===== src/include/nvram_host_pkg.sv =====
// constants for the bytewide nonvolatile ram host controller
package nvram_host_pkg;
    localparam int CLK_PERIOD_PS = 5000;
    localparam int ADDR_W = 15;
    localparam int DATA_W = 8;
    localparam int ROW_BYTES = 8;
    // bus timing limits in ns
    localparam int T_CE_NS = 70;
    localparam int T_CA_NS = 70;
    localparam int PRECHARGE_NS = 60;
    localparam int T_AH_NS = 15;
    localparam int T_DS_NS = 30;
    localparam int T_WP_NS = 40;
    localparam int T_HZ_NS = 15;
    // least times round up
    localparam int ACCESS_CYC = (T_CE_NS * 1000 + CLK_PERIOD_PS - 1)
        / CLK_PERIOD_PS;
    localparam int ACTIVE_CYC = (T_CA_NS * 1000 + CLK_PERIOD_PS - 1)
        / CLK_PERIOD_PS;
    localparam int PRECHARGE_CYC = (PRECHARGE_NS * 1000 + CLK_PERIOD_PS - 1)
        / CLK_PERIOD_PS;
    localparam int ADDR_HOLD_CYC = (T_AH_NS * 1000 + CLK_PERIOD_PS - 1)
        / CLK_PERIOD_PS;
    localparam int DATA_SETUP_CYC = (T_DS_NS * 1000 + CLK_PERIOD_PS - 1)
        / CLK_PERIOD_PS;
    localparam int WRITE_PULSE_CYC = (T_WP_NS * 1000 + CLK_PERIOD_PS - 1)
        / CLK_PERIOD_PS;
    localparam int RELEASE_CYC = (T_HZ_NS * 1000 + CLK_PERIOD_PS - 1)
        / CLK_PERIOD_PS;
    localparam int CNT_W = 8;
    localparam logic [DATA_W-1:0] DATA_RESET = 8'h00;
    localparam logic [ADDR_W-1:0] ADDR_RESET = 15'h0000;
endpackage : nvram_host_pkg


===== src/nvram_sync_reset.sv =====
// reset release synchroniser
`timescale 1ns/1ps
module nvram_sync_reset (
    input wire logic i_ref_clk,
    input wire logic i_nrst,
    output logic o_rst_n
);
    logic meta_reg;

    always_ff @(posedge i_ref_clk or negedge i_nrst) begin
        if (!i_nrst) begin
            meta_reg <= 1'b0;
            o_rst_n <= 1'b0;
        end else begin
            meta_reg <= 1'b1;
            o_rst_n <= meta_reg;
        end
    end
endmodule : nvram_sync_reset


===== src/nvram_host_ctrl.sv =====
// host controller driving a bytewide nonvolatile ram bus
`timescale 1ns/1ps
module nvram_host_ctrl #(
    parameter int ACCESS_CYC = nvram_host_pkg::ACCESS_CYC,
    parameter int PRECHARGE_CYC = nvram_host_pkg::PRECHARGE_CYC,
    parameter int ADDR_HOLD_CYC = nvram_host_pkg::ADDR_HOLD_CYC,
    parameter int DATA_SETUP_CYC = nvram_host_pkg::DATA_SETUP_CYC,
    parameter int WRITE_PULSE_CYC = nvram_host_pkg::WRITE_PULSE_CYC,
    parameter int RELEASE_CYC = nvram_host_pkg::RELEASE_CYC
) (
    input wire logic i_ref_clk,
    input wire logic i_nrst,
    input wire logic i_req_valid,
    input wire logic i_req_write,
    input wire logic [nvram_host_pkg::ADDR_W-1:0] i_req_addr,
    input wire logic [nvram_host_pkg::DATA_W-1:0] i_req_wdata,
    input wire logic i_supply_ok,
    input wire logic [nvram_host_pkg::DATA_W-1:0] i_dq,
    output logic o_req_ready,
    output logic o_rd_valid,
    output logic [nvram_host_pkg::DATA_W-1:0] o_rd_data,
    output logic o_wr_done,
    output logic [nvram_host_pkg::ADDR_W-1:0] o_addr,
    output logic o_chip_sel_n,
    output logic o_wr_strobe_n,
    output logic o_out_en_n,
    output logic [nvram_host_pkg::DATA_W-1:0] o_dq,
    output logic o_dq_oe
);
    localparam logic [nvram_host_pkg::CNT_W-1:0] ACC_LAST =
        nvram_host_pkg::CNT_W'(ACCESS_CYC - 1);
    localparam logic [nvram_host_pkg::CNT_W-1:0] PC_LAST =
        nvram_host_pkg::CNT_W'(PRECHARGE_CYC - 1);
    localparam logic [nvram_host_pkg::CNT_W-1:0] AH_LAST =
        nvram_host_pkg::CNT_W'(ADDR_HOLD_CYC - 1);
    localparam logic [nvram_host_pkg::CNT_W-1:0] DS_LAST =
        nvram_host_pkg::CNT_W'(DATA_SETUP_CYC - 1);
    localparam logic [nvram_host_pkg::CNT_W-1:0] WP_LAST =
        nvram_host_pkg::CNT_W'(WRITE_PULSE_CYC - 1);
    localparam logic [nvram_host_pkg::CNT_W-1:0] HZ_LAST =
        nvram_host_pkg::CNT_W'(RELEASE_CYC - 1);

    typedef enum logic [2:0] {
        ST_IDLE,
        ST_READ,
        ST_WRITE,
        ST_RELEASE,
        ST_PRECHARGE
    } state_t;

    logic rst_n;
    state_t state_reg;
    logic [nvram_host_pkg::CNT_W-1:0] cnt_reg;
    logic is_write_reg;
    logic start;

    // ------------------------------------------------------------
    // reset
    // ------------------------------------------------------------
    nvram_sync_reset u_sync_reset (
        .i_ref_clk(i_ref_clk),
        .i_nrst(i_nrst),
        .o_rst_n(rst_n)
    );

    // ------------------------------------------------------------
    // decode
    // ------------------------------------------------------------
    // last cycle of a read access, data valid on the pins
    function automatic logic read_done(
        input state_t st,
        input logic [nvram_host_pkg::CNT_W-1:0] cnt
    );
        return st == ST_READ && cnt == ACC_LAST;
    endfunction : read_done

    // write held for access time, pulse width and data setup
    function automatic logic write_done(
        input state_t st,
        input logic [nvram_host_pkg::CNT_W-1:0] cnt
    );
        return st == ST_WRITE && cnt >= ACC_LAST && cnt >= WP_LAST
            && cnt >= DS_LAST;
    endfunction : write_done

    // a request is taken only while ready shows; no cycle starts
    // while the supply is out of tolerance
    assign start = (state_reg == ST_IDLE) && o_req_ready
        && i_req_valid && i_supply_ok;

    // ------------------------------------------------------------
    // sequencer
    // ------------------------------------------------------------
    always_ff @(posedge i_ref_clk or negedge rst_n) begin
        if (!rst_n) begin
            state_reg <= ST_IDLE;
            cnt_reg <= '0;
            is_write_reg <= 1'b0;
        end else begin
            case (state_reg)
                ST_IDLE: begin
                    cnt_reg <= '0;
                    if (start) begin
                        is_write_reg <= i_req_write;
                        // write strobe falls with select: select-led write
                        state_reg <= i_req_write ? ST_WRITE : ST_READ;
                    end
                end
                ST_READ: begin
                    // select low just long enough for data; bounded low
                    if (cnt_reg == ACC_LAST) begin
                        cnt_reg <= '0;
                        state_reg <= ST_RELEASE;
                    end else begin
                        cnt_reg <= cnt_reg + 1'b1;
                    end
                end
                ST_WRITE: begin
                    // active time covers pulse width and data setup
                    if (write_done(state_reg, cnt_reg)) begin
                        cnt_reg <= '0;
                        state_reg <= ST_PRECHARGE;
                    end else begin
                        cnt_reg <= cnt_reg + 1'b1;
                    end
                end
                ST_RELEASE: begin
                    // select high: precharge counted from here too
                    if (cnt_reg == HZ_LAST) begin
                        state_reg <= ST_PRECHARGE;
                    end
                    cnt_reg <= cnt_reg + 1'b1;
                end
                ST_PRECHARGE: begin
                    if (cnt_reg >= PC_LAST) begin
                        cnt_reg <= '0;
                        state_reg <= ST_IDLE;
                    end else begin
                        cnt_reg <= cnt_reg + 1'b1;
                    end
                end
                default: begin
                    state_reg <= ST_IDLE;
                    cnt_reg <= '0;
                end
            endcase
        end
    end

    // ------------------------------------------------------------
    // bus strobes
    // ------------------------------------------------------------
    // each access gets its own select fall, never tied low
    always_ff @(posedge i_ref_clk or negedge rst_n) begin
        if (!rst_n) begin
            o_chip_sel_n <= 1'b1;
        end else if (start) begin
            o_chip_sel_n <= 1'b0;
        end else if (read_done(state_reg, cnt_reg)
            || write_done(state_reg, cnt_reg)) begin
            o_chip_sel_n <= 1'b1;
        end
    end

    // write strobe falls with select and rises with it
    always_ff @(posedge i_ref_clk or negedge rst_n) begin
        if (!rst_n) begin
            o_wr_strobe_n <= 1'b1;
        end else if (start && i_req_write) begin
            o_wr_strobe_n <= 1'b0;
        end else if (state_reg != ST_WRITE
            || write_done(state_reg, cnt_reg)) begin
            o_wr_strobe_n <= 1'b1;
        end
    end

    // output enable only for reads
    always_ff @(posedge i_ref_clk or negedge rst_n) begin
        if (!rst_n) begin
            o_out_en_n <= 1'b1;
        end else if (start && !i_req_write) begin
            o_out_en_n <= 1'b0;
        end else if (read_done(state_reg, cnt_reg)) begin
            o_out_en_n <= 1'b1;
        end
    end

    // address and write data held for the whole cycle
    always_ff @(posedge i_ref_clk or negedge rst_n) begin
        if (!rst_n) begin
            o_addr <= nvram_host_pkg::ADDR_RESET;
            o_dq <= nvram_host_pkg::DATA_RESET;
            o_dq_oe <= 1'b0;
        end else begin
            if (start) begin
                o_addr <= i_req_addr;
                o_dq <= i_req_wdata;
            end
            // drive data only during writes, device holds off
            if (start && i_req_write) begin
                o_dq_oe <= 1'b1;
            end else if (state_reg == ST_PRECHARGE
                || state_reg == ST_IDLE) begin
                o_dq_oe <= 1'b0;
            end
        end
    end

    // ------------------------------------------------------------
    // user answers
    // ------------------------------------------------------------
    always_ff @(posedge i_ref_clk or negedge rst_n) begin
        if (!rst_n) begin
            o_req_ready <= 1'b0;
            o_rd_valid <= 1'b0;
            o_wr_done <= 1'b0;
            o_rd_data <= nvram_host_pkg::DATA_RESET;
        end else begin
            o_req_ready <= (state_reg == ST_IDLE) && !start;
            // data sampled after access time has passed
            o_rd_valid <= read_done(state_reg, cnt_reg);
            o_wr_done <= write_done(state_reg, cnt_reg);
            if (read_done(state_reg, cnt_reg)) begin
                o_rd_data <= i_dq;
            end
        end
    end
endmodule : nvram_host_ctrl


===== config.mk =====
export PLATFORM = sky130hd
export DESIGN_NAME = nvram_host_ctrl
export DESIGN_NICKNAME = d
export VERILOG_FILES = /design/src/include/nvram_host_pkg.sv /design/src/nvram_sync_reset.sv /design/src/nvram_host_ctrl.sv
export SDC_FILE = /design/constraint.sdc
export NUM_CORES = 1
export LEC_CHECK = 0
export BUFFER_PORTS_ARGS = -buffer_cell sky130_fd_sc_hd__buf_2
export CORE_ASPECT_RATIO = 1.5
export CORE_MARGIN = 2
export CORE_UTILIZATION = 30
export CTS_CLUSTER_SIZE = 28
export DETAILED_ROUTE_END_ITERATION = 12
export HOLD_SLACK_MARGIN = 0.02
export SLEW_MARGIN = 10
export SYNTH_ARGS = -nofsm -noshare
export SYNTH_HDL_FRONTEND = slang
export SYNTH_SLANG_ARGS = --single-unit
export TNS_END_PERCENT = 10

===== constraint.sdc =====
create_clock -name i_ref_clk -period 1.75 [get_ports i_ref_clk]
set_input_delay 0.0875 -clock i_ref_clk [delete_from_list [all_inputs] [get_ports i_ref_clk]]
set_output_delay 0.0875 -clock i_ref_clk [all_outputs]
set_load 0.01 [all_outputs]

==> summary.txt <==
Setup path
  • RR Endpoint: o_rd_data[7]
  • Startpoint of the worst setup timing path: cnt_reg[5]
  • Max Fanout on Critical Path: 4
  • R2R cell count: 5
  • Reg-to-reg critical path startpoint: cnt_reg[5]
  • Cell family with most CP delay: simple AND/OR/NAND/NOR gates
  • Worst R2R Setup Slack: -70 ps
  • Critical Path End Type: flip-flop
  • Number of buffers and inverters on the critical path: 1
  • Data arrival time of the critical path: 2010 ps
  • Classification of the worst setup path: reg -> reg
  • Slowest stage delay, CP: 550 ps
  • Slowest stage cell, crit path: sky130_fd_sc_hd__or4_4
  • Cell Chain, Critical Path: or4_4, nor3_4, and2b_2, buf_4, mux2_4
  • Nature of the critical path startpoint: flip-flop
  • Data required time of the worst path: 1940 ps

STA
  • PnR worst setup slack: -74.6 ps
  • Fmax: 0.548 GHz
  • Slew Limit Headroom: 64.1%
  • Max-slew violation count: 0
  • Slew of the pin with the lowest slew margin: 539 ps
  • Total setup violations reported at the end of the flow: 16
  • Crit path time final: 1820 ps
  • Final hold viol count: 0
  • Final-layout worst hold slack: 25.9 ps
  • Setup repair after global routing missed its margin: yes
  • Worst clock skew on the final layout: 2.23 ps
  • Ratio of final minimum period to clock period: 104%

Global route
  • Global-route total usage across every layer: 12.6%
  • Number of antenna violations at the first check in global routing: 0
  • Maximum number of pins on one net before global-route repair: 27
  • Total congestion overflow: 0
  • Wire length of the first global-routing pass: 7.53 mm
  • Via count of the first global-routing pass: 1635

Synth
  • Number of enable flip-flop cells after synthesis: 0
  • Register bit total from synthesis: 51
  • Most frequent cells after synthesis: 48 x sky130_fd_sc_hd__dfrtp_1, 24 x sky130_fd_sc_hd__mux2_2, 13 x sky130_fd_sc_hd__nor2_1, 7 x sky130_fd_sc_hd__mux2_4, 6 x sky130_fd_sc_hd__nand2_1
  • Cell type with the highest aggregate area in the netlist: sky130_fd_sc_hd__dfrtp_1
  • Synth Area per Inst: 13.9 µm²
  • Cells after Synth: 153
  • Ys flop type: sky130_fd_sc_hd__dfrtp_1
  • Synth area leaders: sky130_fd_sc_hd__dfrtp_1 57%, sky130_fd_sc_hd__mux2_2 13%, sky130_fd_sc_hd__mux2_4 5.0%, sky130_fd_sc_hd__dfstp_2 3.7%, sky130_fd_sc_hd__ha_1 2.4%
  • Synthesized Nets: 193
  • Synth Warn #: 0
  • Post-synthesis sequential area ratio: 60.4%
  • Synth async-reset ratio: 100%
  • Number of library cell types mapped by synthesis: 34
  • Yosys top cell area share: 56.7%
  • Most repeated cell in the gate-level netlist after synthesis: sky130_fd_sc_hd__dfrtp_1
  • Post-synthesis instance area: 2120 µm²

Clocking
  • Clk sink count: 51
  • Htree depth: 2
  • TritonCTS clock tree: yes
  • Clock-pin slew on the worst setup and hold paths: 90 ps
  • Number of clock buffers inserted by TritonCTS: 5
  • Clock latency of the later-clocked register in the worst-skew pair: 300 ps
  • Clock Tree Root: sky130_fd_sc_hd__clkbuf_8
  • Buffer depth of the longest clock path: 2

Status
  • Status: complete, but fails checks
  • Violated checks: setup timing

Hold path
  • Endpoint, Worst Hold: o_addr[13]
  • Path class of the lowest-slack min-delay path: in -> reg
  • Hold path start: i_req_addr[13]
  • Min-Delay Path Depth: 2

Pwr
  • Static power due to leakage: 0.00161 µW
  • Power Density: 1260 nW/µm²
  • Max VDD drop: 0.522 mV
  • Overall power after layout: 4010 µW

Detailed routing
  • Drt first pass iters: 4
  • Via density: 4.45
  • DRC violations left: 0
  • Total wirelength of the detailed-routed design: 4.76 mm
  • DRT antenna net count: 0
  • DRT iter0 DRCs: 36
  • Drt wl/cell: 13.2 µm
  • Vias after detailed routing: 1611

Floorplanning
  • Area of the die: 7770 µm²
  • Die outline height: 107 µm
  • Top-level port count: 74
  • Core Rows: 37
  • Die width: 72.6 µm
  • Initial Utilization: 30.9%
  • Core area: 6850 µm²

Final layout
  • Diodes inserted: 0
  • Area added between synthesis and finish: 50.6%
  • Layout cell share with drive strength beyond 1: 51.1%
  • Number of flip-flops in the largest register: 15
  • Largest register by flop count: o_addr
  • Final net count: 323
  • Final cell count without fillers: 362

Job
  • MaxCap Viol Count: 0

Placed design
  • Placed Instances: 324
  • HPWL after DPL: 3.30 mm
  • Input/output buffers: 73
  • Routability congestion estimate: 0.744
layout make-up:
class	count	area [µm²]
Clock inverter	2	35.0
Timing Repair Buffer	127	875
Clock buffer	6	82.6
Inverter	4	15.0
Fill cell	636	3660
Sequential cell	51	1280
Multi-Input combinational cell	94	806
Tap cell	78	97.6
per-layer routing:
metal	vias to the layer above	global-route usage [%]	part of all wire, %	wire (µm)
li1	790	-	-	-
met1	772	13.3	39	1870
met2	45	23.5	55	2600
met3	4	3.38	5.2	249
met4	0	3.97	0.82	39
met5	-	0	0	0
logic make-up after synthesis:
group	Yosys count	share of synthesized area, %
AO/OA/AOI/OAI	14	5.37
buffers and inverters	8	2.12
flip-flops	51	60.4
other	1	0.177
AND/OR/NAND/NOR	38	9.39
multiplexers	31	17.7
adder cells (fa/ha/maj)	4	2.36
XOR/XNOR	6	2.48
worst max-delay path by stage:
stage,end,slack [ps],cells after the start
after global routing,o_rd_data[2],-120,5
after detailed placement,o_rd_data[6],-80,5
after CTS,o_rd_data[6],-80,5
final,o_rd_data[7],-70,5
after global placement,o_rd_data[4],-50,5
after floorplan,o_rd_data[1],-50,5
placed cells by master (no fill, tap or decap), drive strengths merged, types with 5 or more instances in the layout:
cell | synthesis | final
clkbuf | 0 | 6
buf | 4 | 97
nand2 | 6 | 6
mux2 | 31 | 31
dfrtp | 48 | 48
xor2 | 5 | 5
dlygate4sd3 | 0 | 30
nor2 | 13 | 13
power breakdown:
| group | internal (µW) | switching [µW] | total [µW] | leakage [µW] |
|---|---|---|---|---|
| clock network | 463 | 369 | 832 | 0.0000612 |
| logic | 803 | 666 | 1470 | 0.000902 |
| registers | 1520 | 192 | 1710 | 0.000645 |
| total | 2780 | 1230 | 4010 | 0.00161 |
metrics by stage:
stage / area [µm²] / worst slack (ps) / setup TNS (ps) / util [%]
after floorplan: 2120 / -51.0 / -357 / -
after global placement: 2760 / -48.9 / -344 / 40.3
after detailed placement: 2760 / -77.3 / -645 / 40.3
after CTS: 3160 / -80.7 / -787 / 46.1
after global routing: 3190 / -122 / -1750 / 46.6
final: 3190 / -74.6 / -547 / 46.6
what timing repair did:
action / 4_1_cts / 5_1_grt
buffers inserted: 0 / 0
hold buffers: 27 / 3
pin swaps: 1 / 1
endpoints found under the setup margin: 18 / 19
gates resized for setup: 2 / 2
hold endpoints to repair: 28 / 3
Power figures use the tool's default switching activity.
